**src/isadec_params.svh**
```systemverilog
// Constants for the ISA slave port and logical device decoder
// Operation
// - A cycle is programmed I/O only with a valid enabled address, all DMA acknowledges idle and AEN low.
// - Programmed I/O and DMA data paths to the host are eight bits wide.
// - During a decoded read the selected register data is driven while the read strobe is held.
// - The host puts data on the bus and pulses the write strobe; the data is captured on its rising edge.
// - The codec and control functions compare 12 address bits; all other functions compare 10.
// - A 10-bit function matches only with A10 and A11 both zero, so it never aliases in 12-bit space.
// - With 16-bit decode every match also needs SA12 to SA15 all zero.
// - Selecting 16-bit decode turns the CDROM function off, since the upper address shares its pins.
// - After power-up no address is answered and every logical device is inactive until software activates it.
// - An active logical device answers only its assigned address range, interrupt and DMA channel.
// - Five logical devices exist: 0 codec with synthesizer and legacy audio, 1 game, 2 control, 3 MIDI, 4 CDROM.
// - The CDROM device decodes up to eight I/O locations with one interrupt and one DMA channel.
// - While a DMA acknowledge is active the address is ignored and data goes to the DMA function.
`ifndef ISADEC_PARAMS_SVH
`define ISADEC_PARAMS_SVH

`define ISADEC_DW       8
`define ISADEC_AW       16
`define ISADEC_NFN      7
`define ISADEC_NLD      5
`define ISADEC_NDMA     3
`define ISADEC_NIRQ     6
`define ISADEC_SYNC     3
// Function indices
`define ISADEC_FN_CODEC 0
`define ISADEC_FN_SYNTH 1
`define ISADEC_FN_LEG   2
`define ISADEC_FN_GAME  3
`define ISADEC_FN_CTRL  4
`define ISADEC_FN_MIDI  5
`define ISADEC_FN_CDROM 6
// Logical device numbers
`define ISADEC_LD_AUDIO 0
`define ISADEC_LD_GAME  1
`define ISADEC_LD_CTRL  2
`define ISADEC_LD_MIDI  3
`define ISADEC_LD_CDROM 4
// Window sizes as log2 of location count
`define ISADEC_SPAN_CODEC 3
`define ISADEC_SPAN_SYNTH 2
`define ISADEC_SPAN_LEG   4
`define ISADEC_SPAN_GAME  0
`define ISADEC_SPAN_CTRL  3
`define ISADEC_SPAN_MIDI  1
`define ISADEC_SPAN_CDROM 3
// Address fields
`define ISADEC_A12_MSB  11
`define ISADEC_A10_MSB  9
`define ISADEC_ALIAS_LSB 10
`define ISADEC_HI_LSB   12
`define ISADEC_CFGW     12
`define ISADEC_IRQSELW  3
`define ISADEC_DMASELW  2

`endif

```
**src/isadec_pkg.sv**
```systemverilog
// Types shared by the ISA slave port and decoder
`include "isadec_params.svh"
package isadec_pkg;
  typedef enum logic [2:0] {
    ST_IDLE = 3'b001,
    ST_RD   = 3'b010,
    ST_WR   = 3'b100
  } isadec_state_type;

  typedef struct packed {
    isadec_state_type                          st;
    logic [`ISADEC_SYNC-1:0]                   ior_s;
    logic [`ISADEC_SYNC-1:0]                   iow_s;
    logic [`ISADEC_SYNC-1:0]                   aen_s;
    logic [`ISADEC_SYNC-1:0][`ISADEC_NDMA-1:0] dack_s;
    logic [`ISADEC_SYNC-1:0][`ISADEC_AW-1:0]   sa_s;
    logic [`ISADEC_SYNC-1:0][`ISADEC_DW-1:0]   d_s;
    logic                                      ior_l;
    logic                                      iow_l;
    logic                                      aen_l;
    logic [`ISADEC_NDMA-1:0]                   dack_l;
    logic [`ISADEC_AW-1:0]                     sa_l;
    logic [`ISADEC_DW-1:0]                     d_l;
    logic [`ISADEC_NFN-1:0]                    fsel;
    logic [`ISADEC_NLD-1:0]                    dsel;
    logic                                      wr_pulse;
    logic [`ISADEC_DW-1:0]                     wr_data;
    logic [`ISADEC_DW-1:0]                     dout;
    logic                                      oe_n;
    logic [`ISADEC_NIRQ-1:0]                   irq;
    logic [`ISADEC_NDMA-1:0]                   drq;
  } isadec_regs_type;
endpackage

```
**src/isadec_match.sv**
```systemverilog
// Address window comparator for one function
`timescale 1ns/10ps
`include "isadec_params.svh"
module isadec_match #(
  parameter int SPAN  = 3,
  parameter bit USE12 = 1'b0
) (
  input  wire logic [`ISADEC_AW-1:0]   addr,
  input  wire logic [`ISADEC_CFGW-1:0] base,
  input  wire logic                    en,
  input  wire logic                    dec16,
  output logic                         hit
);
  logic [`ISADEC_CFGW-1:0] diff;
  logic                    low_ok;
  logic                    hi_ok;

  // Window compare above the span bits
  assign diff = (addr[`ISADEC_A12_MSB:0] ^ base) >> SPAN;
  assign low_ok = USE12 ? (diff == '0)
                : ((diff[`ISADEC_A10_MSB-SPAN:0] == '0)
                && (addr[`ISADEC_A12_MSB:`ISADEC_ALIAS_LSB] == '0));
  assign hi_ok = !dec16 || (addr[`ISADEC_AW-1:`ISADEC_HI_LSB] == '0);
  assign hit = en && low_ok && hi_ok;
endmodule // isadec_match

```
**src/isadec_top.sv**
```systemverilog
// ISA 8-bit slave port with logical device address decode
`timescale 1ns/10ps
`include "isadec_params.svh"
module isadec_top (
  input  wire logic                                        clk,
  input  wire logic                                        sys_rst,
  input  wire logic [`ISADEC_AW-1:0]                       sa,
  input  wire logic                                        aen,
  input  wire logic                                        ior_n,
  input  wire logic                                        iow_n,
  input  wire logic [`ISADEC_NDMA-1:0]                     dack_n,
  input  wire logic [`ISADEC_DW-1:0]                       data_in,
  output logic [`ISADEC_DW-1:0]                            data_out,
  output logic                                             data_oe_n,
  output logic [`ISADEC_NIRQ-1:0]                          irq,
  output logic [`ISADEC_NDMA-1:0]                          drq,
  input  wire logic                                        dec16,
  output logic                                             cdrom_en,
  input  wire logic [`ISADEC_NLD-1:0]                      cfg_act,
  input  wire logic [`ISADEC_NFN-1:0][`ISADEC_CFGW-1:0]    cfg_base,
  input  wire logic [`ISADEC_NLD-1:0][`ISADEC_IRQSELW-1:0] cfg_irq,
  input  wire logic [`ISADEC_NLD-1:0][`ISADEC_DMASELW-1:0] cfg_dma,
  input  wire logic [`ISADEC_NLD-1:0]                      dev_irq,
  input  wire logic [`ISADEC_NLD-1:0]                      dev_drq,
  output logic [`ISADEC_NFN-1:0]                           pio_sel,
  output logic [`ISADEC_NLD-1:0]                           dma_sel,
  output logic                                             rd_strobe,
  input  wire logic [`ISADEC_DW-1:0]                       rd_data,
  output logic                                             wr_pulse,
  output logic [`ISADEC_DW-1:0]                            wr_data
);
  isadec_pkg::isadec_regs_type r;
  isadec_pkg::isadec_regs_type next_r;
  logic [`ISADEC_NFN-1:0]      hit;
  logic                        ior_now;
  logic                        iow_now;
  logic                        aen_now;
  logic [`ISADEC_NDMA-1:0]     dack_now;
  logic                        dack_any;
  logic                        ior_fall;
  logic                        ior_rise;
  logic                        iow_fall;
  logic                        iow_rise;
  logic                        pio_ok;
  logic [`ISADEC_NLD-1:0][`ISADEC_IRQSELW-1:0] dma_code;

  // Logical device that owns each function
  function automatic int ld_of(input int fn);
    case (fn)
      `ISADEC_FN_CODEC, `ISADEC_FN_SYNTH, `ISADEC_FN_LEG: ld_of = `ISADEC_LD_AUDIO;
      `ISADEC_FN_GAME:  ld_of = `ISADEC_LD_GAME;
      `ISADEC_FN_CTRL:  ld_of = `ISADEC_LD_CTRL;
      `ISADEC_FN_MIDI:  ld_of = `ISADEC_LD_MIDI;
      default:          ld_of = `ISADEC_LD_CDROM;
    endcase
  endfunction

  // Window size of each function
  function automatic int span_of(input int fn);
    case (fn)
      `ISADEC_FN_CODEC: span_of = `ISADEC_SPAN_CODEC;
      `ISADEC_FN_SYNTH: span_of = `ISADEC_SPAN_SYNTH;
      `ISADEC_FN_LEG:   span_of = `ISADEC_SPAN_LEG;
      `ISADEC_FN_GAME:  span_of = `ISADEC_SPAN_GAME;
      `ISADEC_FN_CTRL:  span_of = `ISADEC_SPAN_CTRL;
      `ISADEC_FN_MIDI:  span_of = `ISADEC_SPAN_MIDI;
      default:          span_of = `ISADEC_SPAN_CDROM;
    endcase
  endfunction

  // Keep only the lowest set bit
  function automatic logic [`ISADEC_NFN-1:0] first_fn(input logic [`ISADEC_NFN-1:0] v);
    first_fn = v & (~v + `ISADEC_NFN'(1));
  endfunction

  // Active devices whose channel selector equals a given code
  function automatic logic [`ISADEC_NLD-1:0] chan_users(
    input logic [`ISADEC_NLD-1:0]                      act,
    input logic [`ISADEC_NLD-1:0][`ISADEC_IRQSELW-1:0] sel,
    input logic [`ISADEC_IRQSELW-1:0]                  code);
    for (int i = 0; i < `ISADEC_NLD; i++) begin
      chan_users[i] = act[i] && (sel[i] == code);
    end
  endfunction

  // One comparator per function
  genvar g;
  generate
    for (g = 0; g < `ISADEC_NFN; g++) begin : g_win
      // 12-bit for codec and control only
      isadec_match #(
        .SPAN  (span_of(g)),
        .USE12 (g == `ISADEC_FN_CODEC || g == `ISADEC_FN_CTRL)
      ) u_match (
        .addr  (r.sa_l),
        .base  (cfg_base[g]),
        // inactive devices never match; CDROM off with 16-bit decode
        .en    (cfg_act[ld_of(g)] && !(g == `ISADEC_FN_CDROM && dec16)),
        .dec16 (dec16),
        .hit   (hit[g])
      );
    end
  endgenerate

  // Agreed pin levels: a change counts once stages two and three agree
  always_comb begin
    ior_now  = (r.ior_s[1] == r.ior_s[2]) ? r.ior_s[2] : r.ior_l;
    iow_now  = (r.iow_s[1] == r.iow_s[2]) ? r.iow_s[2] : r.iow_l;
    aen_now  = (r.aen_s[1] == r.aen_s[2]) ? r.aen_s[2] : r.aen_l;
    dack_now = (r.dack_s[1] == r.dack_s[2]) ? r.dack_s[2] : r.dack_l;
  end

  // Channel selectors widened to the code width, one entry per device
  always_comb begin
    for (int i = 0; i < `ISADEC_NLD; i++) begin
      dma_code[i] = `ISADEC_IRQSELW'(cfg_dma[i]);
    end
  end

  // Strobe edges and cycle type
  assign ior_fall = r.ior_l && !ior_now;
  assign ior_rise = !r.ior_l && ior_now;
  assign iow_fall = r.iow_l && !iow_now;
  assign iow_rise = !r.iow_l && iow_now;
  assign dack_any = (dack_now != '1);
  assign pio_ok   = !aen_now && !dack_any && (hit != '0);

  // Next state of the whole port
  always_comb begin
    logic [`ISADEC_NLD-1:0] dma_dev;
    dma_dev = '0;
    next_r = r;
    // Three-stage input synchronisers
    next_r.ior_s  = {r.ior_s[1:0], ior_n};
    next_r.iow_s  = {r.iow_s[1:0], iow_n};
    next_r.aen_s  = {r.aen_s[1:0], aen};
    next_r.dack_s = {r.dack_s[1:0], dack_n};
    next_r.sa_s   = {r.sa_s[1:0], sa};
    next_r.d_s    = {r.d_s[1:0], data_in};
    next_r.ior_l  = ior_now;
    next_r.iow_l  = iow_now;
    next_r.aen_l  = aen_now;
    next_r.dack_l = dack_now;
    if (r.sa_s[1] == r.sa_s[2]) begin
      next_r.sa_l = r.sa_s[2];
    end
    if (r.d_s[1] == r.d_s[2]) begin
      next_r.d_l = r.d_s[2];
    end
    // acknowledged channel steers to its owner device
    for (int c = 0; c < `ISADEC_NDMA; c++) begin
      if (!dack_now[c]) begin
        dma_dev = dma_dev | chan_users(cfg_act, dma_code, `ISADEC_IRQSELW'(c + 1));
      end
    end
    dma_dev = dma_dev & (~dma_dev + `ISADEC_NLD'(1));
    // interrupt and request routing for active devices only
    for (int k = 0; k < `ISADEC_NIRQ; k++) begin
      next_r.irq[k] = |(dev_irq & chan_users(cfg_act, cfg_irq, `ISADEC_IRQSELW'(k + 1)));
    end
    for (int c = 0; c < `ISADEC_NDMA; c++) begin
      next_r.drq[c] = |(dev_drq & chan_users(cfg_act, dma_code, `ISADEC_IRQSELW'(c + 1)));
    end
    next_r.wr_pulse = 1'b0;
    case (r.st)
      isadec_pkg::ST_IDLE: begin
        next_r.fsel = '0;
        next_r.dsel = '0;
        next_r.oe_n = 1'b1;
        if (ior_fall || iow_fall) begin
          if (dack_any) begin
            // a channel no active device owns leaves the bus alone
            if (dma_dev != '0) begin
              next_r.dsel = dma_dev;
              next_r.st   = ior_fall ? isadec_pkg::ST_RD : isadec_pkg::ST_WR;
            end
          end else if (pio_ok) begin
            next_r.fsel = first_fn(hit);
            next_r.st   = ior_fall ? isadec_pkg::ST_RD : isadec_pkg::ST_WR;
          end
        end
      end
      isadec_pkg::ST_RD: begin
        next_r.dout = rd_data;
        next_r.oe_n = 1'b0;
        if (ior_rise) begin
          next_r.oe_n = 1'b1;
          next_r.st   = isadec_pkg::ST_IDLE;
        end
      end
      isadec_pkg::ST_WR: begin
        if (iow_rise) begin
          next_r.wr_pulse = 1'b1;
          next_r.wr_data  = r.d_l;
          next_r.st       = isadec_pkg::ST_IDLE;
        end
      end
      default: begin
        next_r.st = isadec_pkg::ST_IDLE;
      end
    endcase
  end

  // State register with synchronous reset
  always_ff @(posedge clk) begin
    if (sys_rst) begin
      r          <= '0;
      r.st       <= isadec_pkg::ST_IDLE;
      r.ior_s    <= '1;
      r.iow_s    <= '1;
      r.aen_s    <= '1;
      r.dack_s   <= '1;
      r.ior_l    <= 1'b1;
      r.iow_l    <= 1'b1;
      r.aen_l    <= 1'b1;
      r.dack_l   <= '1;
      r.oe_n     <= 1'b1;
    end else begin
      r <= next_r;
    end
  end

  assign data_out  = r.dout;
  assign data_oe_n = r.oe_n;
  assign wr_data   = r.wr_data;
  assign wr_pulse  = r.wr_pulse;
  assign pio_sel   = r.fsel;
  assign dma_sel   = r.dsel;
  assign rd_strobe = (r.st == isadec_pkg::ST_RD);
  assign irq       = r.irq;
  assign drq       = r.drq;
  // CDROM pins free only without 16-bit decode
  assign cdrom_en  = !dec16;
endmodule // isadec_top

```
**config.mk**
```make
export PLATFORM = sky130hd
export DESIGN_NAME = isadec_top
export DESIGN_NICKNAME = d
export VERILOG_FILES = /design/src/isadec_pkg.sv /design/src/isadec_match.sv /design/src/isadec_top.sv
export VERILOG_INCLUDE_DIRS = /design/src /design/src/src
export SDC_FILE = /design/constraint.sdc
export NUM_CORES = 1
export LEC_CHECK = 0
export ABC_CLOCK_PERIOD_IN_PS = 2600
export BUFFER_PORTS_ARGS = -buffer_cell sky130_fd_sc_hd__buf_2
export CAP_MARGIN = 20
export CORE_UTILIZATION = 54
export CTS_BUF_LIST = sky130_fd_sc_hd__clkbuf_4
export CTS_CLUSTER_DIAMETER = 80
export CTS_CLUSTER_SIZE = 24
export DETAILED_ROUTE_END_ITERATION = 10
export GPL_ROUTABILITY_DRIVEN = 0
export PLACE_DENSITY = 0.83
export SETUP_SLACK_MARGIN = 0.1
export SKIP_CTS_REPAIR_TIMING = 1
export SLEW_MARGIN = 5
export SYNTH_ARGS = -nofsm -noshare
export SYNTH_HDL_FRONTEND = slang
export SYNTH_SLANG_ARGS = --single-unit
```
**constraint.sdc**
```tcl
create_clock -name clk -period 2.6 [get_ports clk]
set_input_delay 0.52 -clock clk [delete_from_list [all_inputs] [get_ports clk]]
set_output_delay 0.52 -clock clk [all_outputs]
set_load 0.05 [all_outputs]
```
==> results of run 1 <==
## worst max path at each step
| stage | from | end |
|---|---|---|
| 2_1_floorplan | dec16 | r[159]$_SDFFE_PP1P_ |
| 3_3_place_gp | cfg_base[15] | r[159]$_SDFFE_PP1P_ |
| 3_5_place_dp | cfg_base[15] | r[160]$_SDFFE_PP0P_ |
| 4_1_cts | r[50]$_SDFFE_PP0N_ | r[160]$_SDFFE_PP0P_ |
| 5_1_grt | next_r[149]$_SDFF_PP1_ | r[159]$_SDFFE_PP1P_ |
| 6_report | r[62]$_SDFFE_PP0N_ | r[160]$_SDFFE_PP0P_ |
## sequential cells by signal, indices dropped and copies added, names as in the netlist
signal / count
wr_pulse: 1
data_out: 8
r: 63
drq: 3
irq: 6
data_oe_n: 1
pio_sel: 7
dma_sel: 5
next_r: 60
wr_data: 8
## layout by cell type, fill, tap and decap left out, types with 3 or more instances in the layout
cell type	n
xnor2_1	51
or2_2	21
o21bai_1	3
nand4_1	28
a21o_1	3
nor2b_1	80
or3_1	3
a21oi_1	14
clkbuf_4	17
xor2_1	34
nor2_1	67
dfxtp_1	161
nor3b_1	6
nand2b_1	3
buf_4	17
nand2_1	23
nor4_1	10
clkinv_4	3
nor3_1	15
o21ai_0	3
inv_6	3
inv_1	8
and3_1	5
o311ai_2	3
nand4b_1	4
mux2i_1	40
a31oi_1	10
buf_2	178
nand3b_1	7
and2_1	3
a22oi_1	4
nand3_1	18
## power breakdown
part | switching [uW] | leakage [uW] | internal, uW
clock network | 879 | 0.000150 | 579
logic | 276 | 0.00212 | 240
registers | 34.4 | 0.00132 | 2550
## layout make-up
cell class                 count  area (sq um)
clock buffer                  17         127.6
clock inverter                15         156.4
fill                        1059          4509
inverter                       8         30.03
multi-input combinational    497          3503
sequential                   162          3244
tap                          172         215.2
timing repair buffer         196          1039
## per-layer routing
metal	track usage, %	vias up
met5	0	-
met4	8.360	0
met3	4.767	26
met2	36.28	209
met1	25.35	2511
li1	-	2769
## cells by family (layout without fill, tap and decap cells)
logic type	Yosys count	count (layout)	synth area share (%)
AOI/OAI and AO/OA	61	61	7.551
adders and majority gates	1	1	0.1392
DFF	162	162	45.09
and+or+nand+nor	307	307	24.37
buffers and inverters	76	236	6.263
xor gates and xnor gates	87	87	10.80
muxes	41	41	5.776
## stage by stage
stage / std cells / util [%]
floorplan: 735 / -
global placement: 1035 / 62.61
detailed placement: 1035 / 62.61
CTS: 1067 / 64.83
global route: 1067 / 64.84
finish: 1067 / 64.84
==> impl_metrics.csv, run 1 <==
group,metric,value,unit
route,maxUsedRoutingLayer,"met4",
synthesis,synth.yosys.warnings,0,
synthesis,yosysSeqAreaShare,45.09,%
critical_path,cp_num_buf_inv,0,
cts,htreeDepth,4,
critical_path,cp_common_cell,"a21o_1",
route,routed-wl-met3,836,um
cts,clock_pin_slew_on_the_worst_setup_and_hold_paths,130,ps
synthesis,mapped_area,7192,sq um
synthesis,yosysTopAreaCellShare,45.09,%
synthesis,synthesis.area_per_instance,9.785,sq um
critical_path,cp_num_cells,7,
place,portBuffers,179,
synthesis,post_synth_inst_count,735,
synthesis,synth_cell_types,56,
timing,layout_min_cycle_time,2313,ps
critical_path,cp_cell_sequence,"o41ai_4 -> nand2_4 -> nor4_4 -> nor3_1 -> a21o_1 -> a21o_1 -> a2111oi_4",
synthesis,ys.flop_type,"dfxtp_1",
pwr,power.ir.vdd_worst,0.4691,mV
critical_path,critPathTopFamily,"compound AO/OA/AOI/OAI gates",
timing,setup_repair_after_global_routing_missed_its_margin,"false",
critical_path,worst_ep_arrival_time,2770,ps
run,cap_viol_max_count,0,
route,wl_met2,7133,um
outcome,status,"finished clean",
critical_path,crit_path_top_delay_cell,"o41ai_4",
route,wire_per_inst,13.68,um
timing,whs,155.8,ps
synthesis,ys_ff_latch,162,
global_routing,groute.usage.overall,21.08,%
route,finalWirelength,14590,um
timing,max_clock_freq,0.4323,GHz
route,drt_iter0_drc,293,
pwr,power.density_cell_area,548.3,nW/um^2
timing,clock_skew,11.82,ps
route,wirelength_met1,6338,um
global_routing,grt.overflow.total,0,
final_layout,syn_to_final_growth,15.62,%
critical_path,cp.required,3050,ps
final_layout,antenna_cells,0,
hold_path,worst_hold_path_depth,2,
timing,slew-limit-headroom,40.46,%
cts,cts_buffers,17,
timing,timing_worst_slew_pin_value,893.1,ps
final_layout,fin_area,8315,sq um
critical_path,critical_path.startpoint_type,"flip-flop",
place,total_placed_instance_area,8030,sq um
cts,cts_tree,"built",
synthesis,netlist.top_cell.by_area,"dfxtp_1",
floorplanning,row_count,41,
hold_path,hold_class,"primary input to flip-flop",
critical_path,reg2reg_slack,290,ps
place,placement.setup.worst_slack,201.0,ps
final_layout,final_layout_size_suffix_gt1_share,30.06,%
floorplanning,area_enclosed_by_the_die_boundary,13780,sq um
timing,totalNegativeSetupSlack,0,ps
final_layout,final_net_count,1047,
synthesis,synth-async-reset-ratio,0,%
critical_path,crit_path_kind,"flip-flop to flip-flop",
place,place.detailed.hpwl,10960,um
floorplanning,io_pins,206,
cts,clk_root_buffer_cell,"clkbuf_4",
floorplanning,initial_utilization,56.08,%
hold_path,hold_path.startpoint,"dack_n[0]",
synthesis,number_of_synthesized_flops_with_an_enable_pin,0,
timing,final_max_slew_violation_count,0,
critical_path,worstReg2RegEnd,"r[160]$_SDFFE_PP0P_",
hold_path,whs_endpoint,"next_r[144]$_SDFF_PP1_",
pwr,leakagePower,0.003593,uW
timing,post-route-period-util,88.96,%
critical_path,critical_path.max_stage_delay,520,ps
cts,clock-sinks,162,
synthesis,synthesis.nets,900,
global_routing,grt_start_max_net_pins,96,
pwr,design_power_total,4559,uW
route,routed_via_density,5.169,
critical_path,critPathMaxFanout,4,
floorplanning,dieHeight,117.4,um
global_routing,grt_first_pass_wirelength,23320,um
synthesis,yosys.cell_count.top_type,"dfxtp_1",
floorplanning,die_x,117.4,um
timing,final.setup.worst_slack,286.9,ps
critical_path,crit_path_end_kind,"flip-flop",
route,num_vias,5515,
critical_path,worst_r2r_path_depth,7,
cts,cts-root-to-sink-buffers,2,
synthesis,synth.top_cells.by_count,"162 x dfxtp_1, 80 x nor2b_1, 67 x nor2_1",
route,drc,0,
critical_path,worstReg2RegStart,"r[62]$_SDFFE_PP0N_",
route,detail-route-antenna-nets,0,
timing,hold_viol,0,
cts,clk-insertion-delay-late,540,ps
global_routing,grt_antenna_before_repair,0,
route,drtPass1Iterations,6,
timing,setup_viol_count_final,0,
global_routing,number_of_global_route_vias_before_repair,5087,
synthesis,synth.top_cells.by_area,"dfxtp_1 45%, nor2b_1 7.0%, xnor2_1 6.2%",
floorplanning,core_area,12820,sq um
Power figures use the tool's default switching activity.
==> run 2: changes to the inputs <==
--- a/config.mk
+++ b/config.mk
@@ -6,7 +6,7 @@
 export SDC_FILE = /design/constraint.sdc
 export NUM_CORES = 1
 export LEC_CHECK = 0
-export ABC_CLOCK_PERIOD_IN_PS = 2600
+export ABC_CLOCK_PERIOD_IN_PS = 2400
 export BUFFER_PORTS_ARGS = -buffer_cell sky130_fd_sc_hd__buf_2
 export CAP_MARGIN = 20
 export CORE_UTILIZATION = 54
==> constraint.sdc (replaced) <==
create_clock -name clk -period 2.4 [get_ports clk]
set_input_delay 0.48 -clock clk [delete_from_list [all_inputs] [get_ports clk]]
set_output_delay 0.48 -clock clk [all_outputs]
set_load 0.05 [all_outputs]
==> impl_metrics.csv, run 2 (synthesized netlist as in run 1, its figures left out) <==
group,metric,value,unit
outcome,status,"finished clean",
global_routing,grt_antenna_before_repair,0,
hold_path,hold_class,"primary input to flip-flop",
critical_path,crit_path_kind,"flip-flop to flip-flop",
route,finalWirelength,14920,um
cts,cts-root-to-sink-buffers,2,
final_layout,multi_input_gate_area,3553,sq um
critical_path,critPathLaunch,"r[61]$_SDFFE_PP0N_",
pwr,design_power_total,5078,uW
critical_path,critical_path.startpoint_type,"flip-flop",
timing,clock_skew,18.57,ps
place,portBuffers,179,
floorplanning,initial_utilization,56.08,%
critical_path,worst_r2r_path_depth,8,
critical_path,critPathMaxFanout,4,
timing,layout_min_cycle_time,2233,ps
pwr,leakagePower,0.003689,uW
timing,final_max_slew_violation_count,0,
timing,totalNegativeSetupSlack,0,ps
cts,cts_buffers,17,
floorplanning,die_x,117.4,um
cts,clock-sinks,162,
route,wire_per_inst,13.87,um
final_layout,nFillCells,1028,
final_layout,syn_to_final_growth,17.62,%
route,num_vias,5568,
timing,post-route-period-util,93.04,%
timing,max_clock_freq,0.4478,GHz
run,cap_viol_max_count,0,
floorplanning,io_pins,206,
final_layout,largest_reg_flops,63,
timing,slew-limit-headroom,56.58,%
floorplanning,core_area,12820,sq um
timing,timing_worst_slew_pin_value,651.2,ps
final_layout,regArea,3252,sq um
final_layout,layout.cells.most_common_list,"178 x buf_2, 155 x dfxtp_1, 80 x nor2b_1",
cts,htreeDepth,4,
critical_path,worstReg2RegStart,"r[61]$_SDFFE_PP0N_",
route,routed_via_density,5.180,
route,detail-route-antenna-nets,0,
timing,setup_viol_count_final,0,
global_routing,grt.overflow.total,0,
global_routing,number_of_global_route_vias_before_repair,5266,
timing,hold_viol,0,
final_layout,mostFrequentLayoutCell,"buf_2",
place,place.detailed.hpwl,11190,um
floorplanning,area_enclosed_by_the_die_boundary,13780,sq um
global_routing,grt_start_max_net_pins,70,
final_layout,register_with_the_most_flip_flops,"r",
critical_path,cp.required,2850,ps
pwr,power.density_cell_area,600.3,nW/um^2
final_layout,post-route-util,65.96,%
timing,setup_repair_after_global_routing_missed_its_margin,"true",
floorplanning,dieHeight,117.4,um
critical_path,reg2reg_slack,170,ps
final_layout,final_net_count,1055,
cts,clk_root_buffer_cell,"clkbuf_4",
critical_path,cp-endpoint,"r[160]$_SDFFE_PP0P_",
cts,cts_tree,"built",
final_layout,antenna_cells,0,
timing,final.setup.worst_slack,167.0,ps
hold_path,hold_path.startpoint,"iow_n",
cts,clk-insertion-delay-late,540,ps
place,placement.setup.worst_slack,44.53,ps
global_routing,groute.usage.overall,22.04,%
route,drc,0,
route,drt_iter0_drc,271,
hold_path,worst_hold_path_depth,2,
critical_path,crit_path_end_kind,"flip-flop",
critical_path,worstReg2RegEnd,"r[160]$_SDFFE_PP0P_",
final_layout,final_layout_size_suffix_gt1_share,31.78,%
cts,clock_pin_slew_on_the_worst_setup_and_hold_paths,150,ps
global_routing,grt_first_pass_wirelength,24410,um
floorplanning,row_count,41,
critical_path,worst_ep_arrival_time,2680,ps
pwr,power.ir.vdd_worst,0.7201,mV
route,drtPass1Iterations,4,
-- run 2: changes by cell type in the layout (fill, tap and decap cells not counted), sizes merged --
cell and delta:
buf +8, clkinv -4, inv +5, clkinvlp -1
-- run 2: worst min-delay path by stage --
stage / endpoint / slack [ps]
after floorplan: next_r[147]$_SDFF_PP1_ / 390
after global placement: next_r[158]$_SDFF_PP1_ / 390
after detailed placement: next_r[147]$_SDFF_PP1_ / 390
after CTS: next_r[154]$_SDFF_PP1_ / 50
after global routing: next_r[154]$_SDFF_PP1_ / 30
final: next_r[154]$_SDFF_PP1_ / 110
-- run 2: layout make-up --
type / count / share of cell area (%)
sequential: 162 / 38.44
multi-input combinational: 497 / 42.01
timing repair buffer: 204 / 12.99
tap: 172 / 2.544
clock inverter: 15 / 2.159
inverter: 8 / 0.3550
clock buffer: 17 / 1.509
-- run 2: metal layers --
metal | vias to the layer above | global-route usage (%) | part of all wire (%)
li1 | 2788 | - | -
met2 | 172 | 38.24 | 50
met3 | 23 | 6.518 | 5.9
met4 | 0 | 8.523 | 1.9
met5 | - | 0 | 0
met1 | 2585 | 25.34 | 42
-- run 2: critical path: stages, from the launching register on --
cell and delay, ps:
dfxtp_1 370, o41ai_4 340, buf_4 200, and2_1 150, and4_1 240, nor4_2 80, a21o_1 190, a21o_1 230
a2111oi_4 340
-- run 2: power breakdown --
group	switching [uW]	internal, uW
clock network	1040	666
registers	37.9	2760
logic	301	264
-- run 2: metrics by stage --
stage               cell area, sq um  hold WS, ps  std cells
finish                          8459        112.4       1075
CTS                             8378        49.80       1072
floorplan                       7192        389.5        735
global placement                8068        391.2       1040
global route                    8459        27.77       1075
detailed placement              8068        394.4       1040
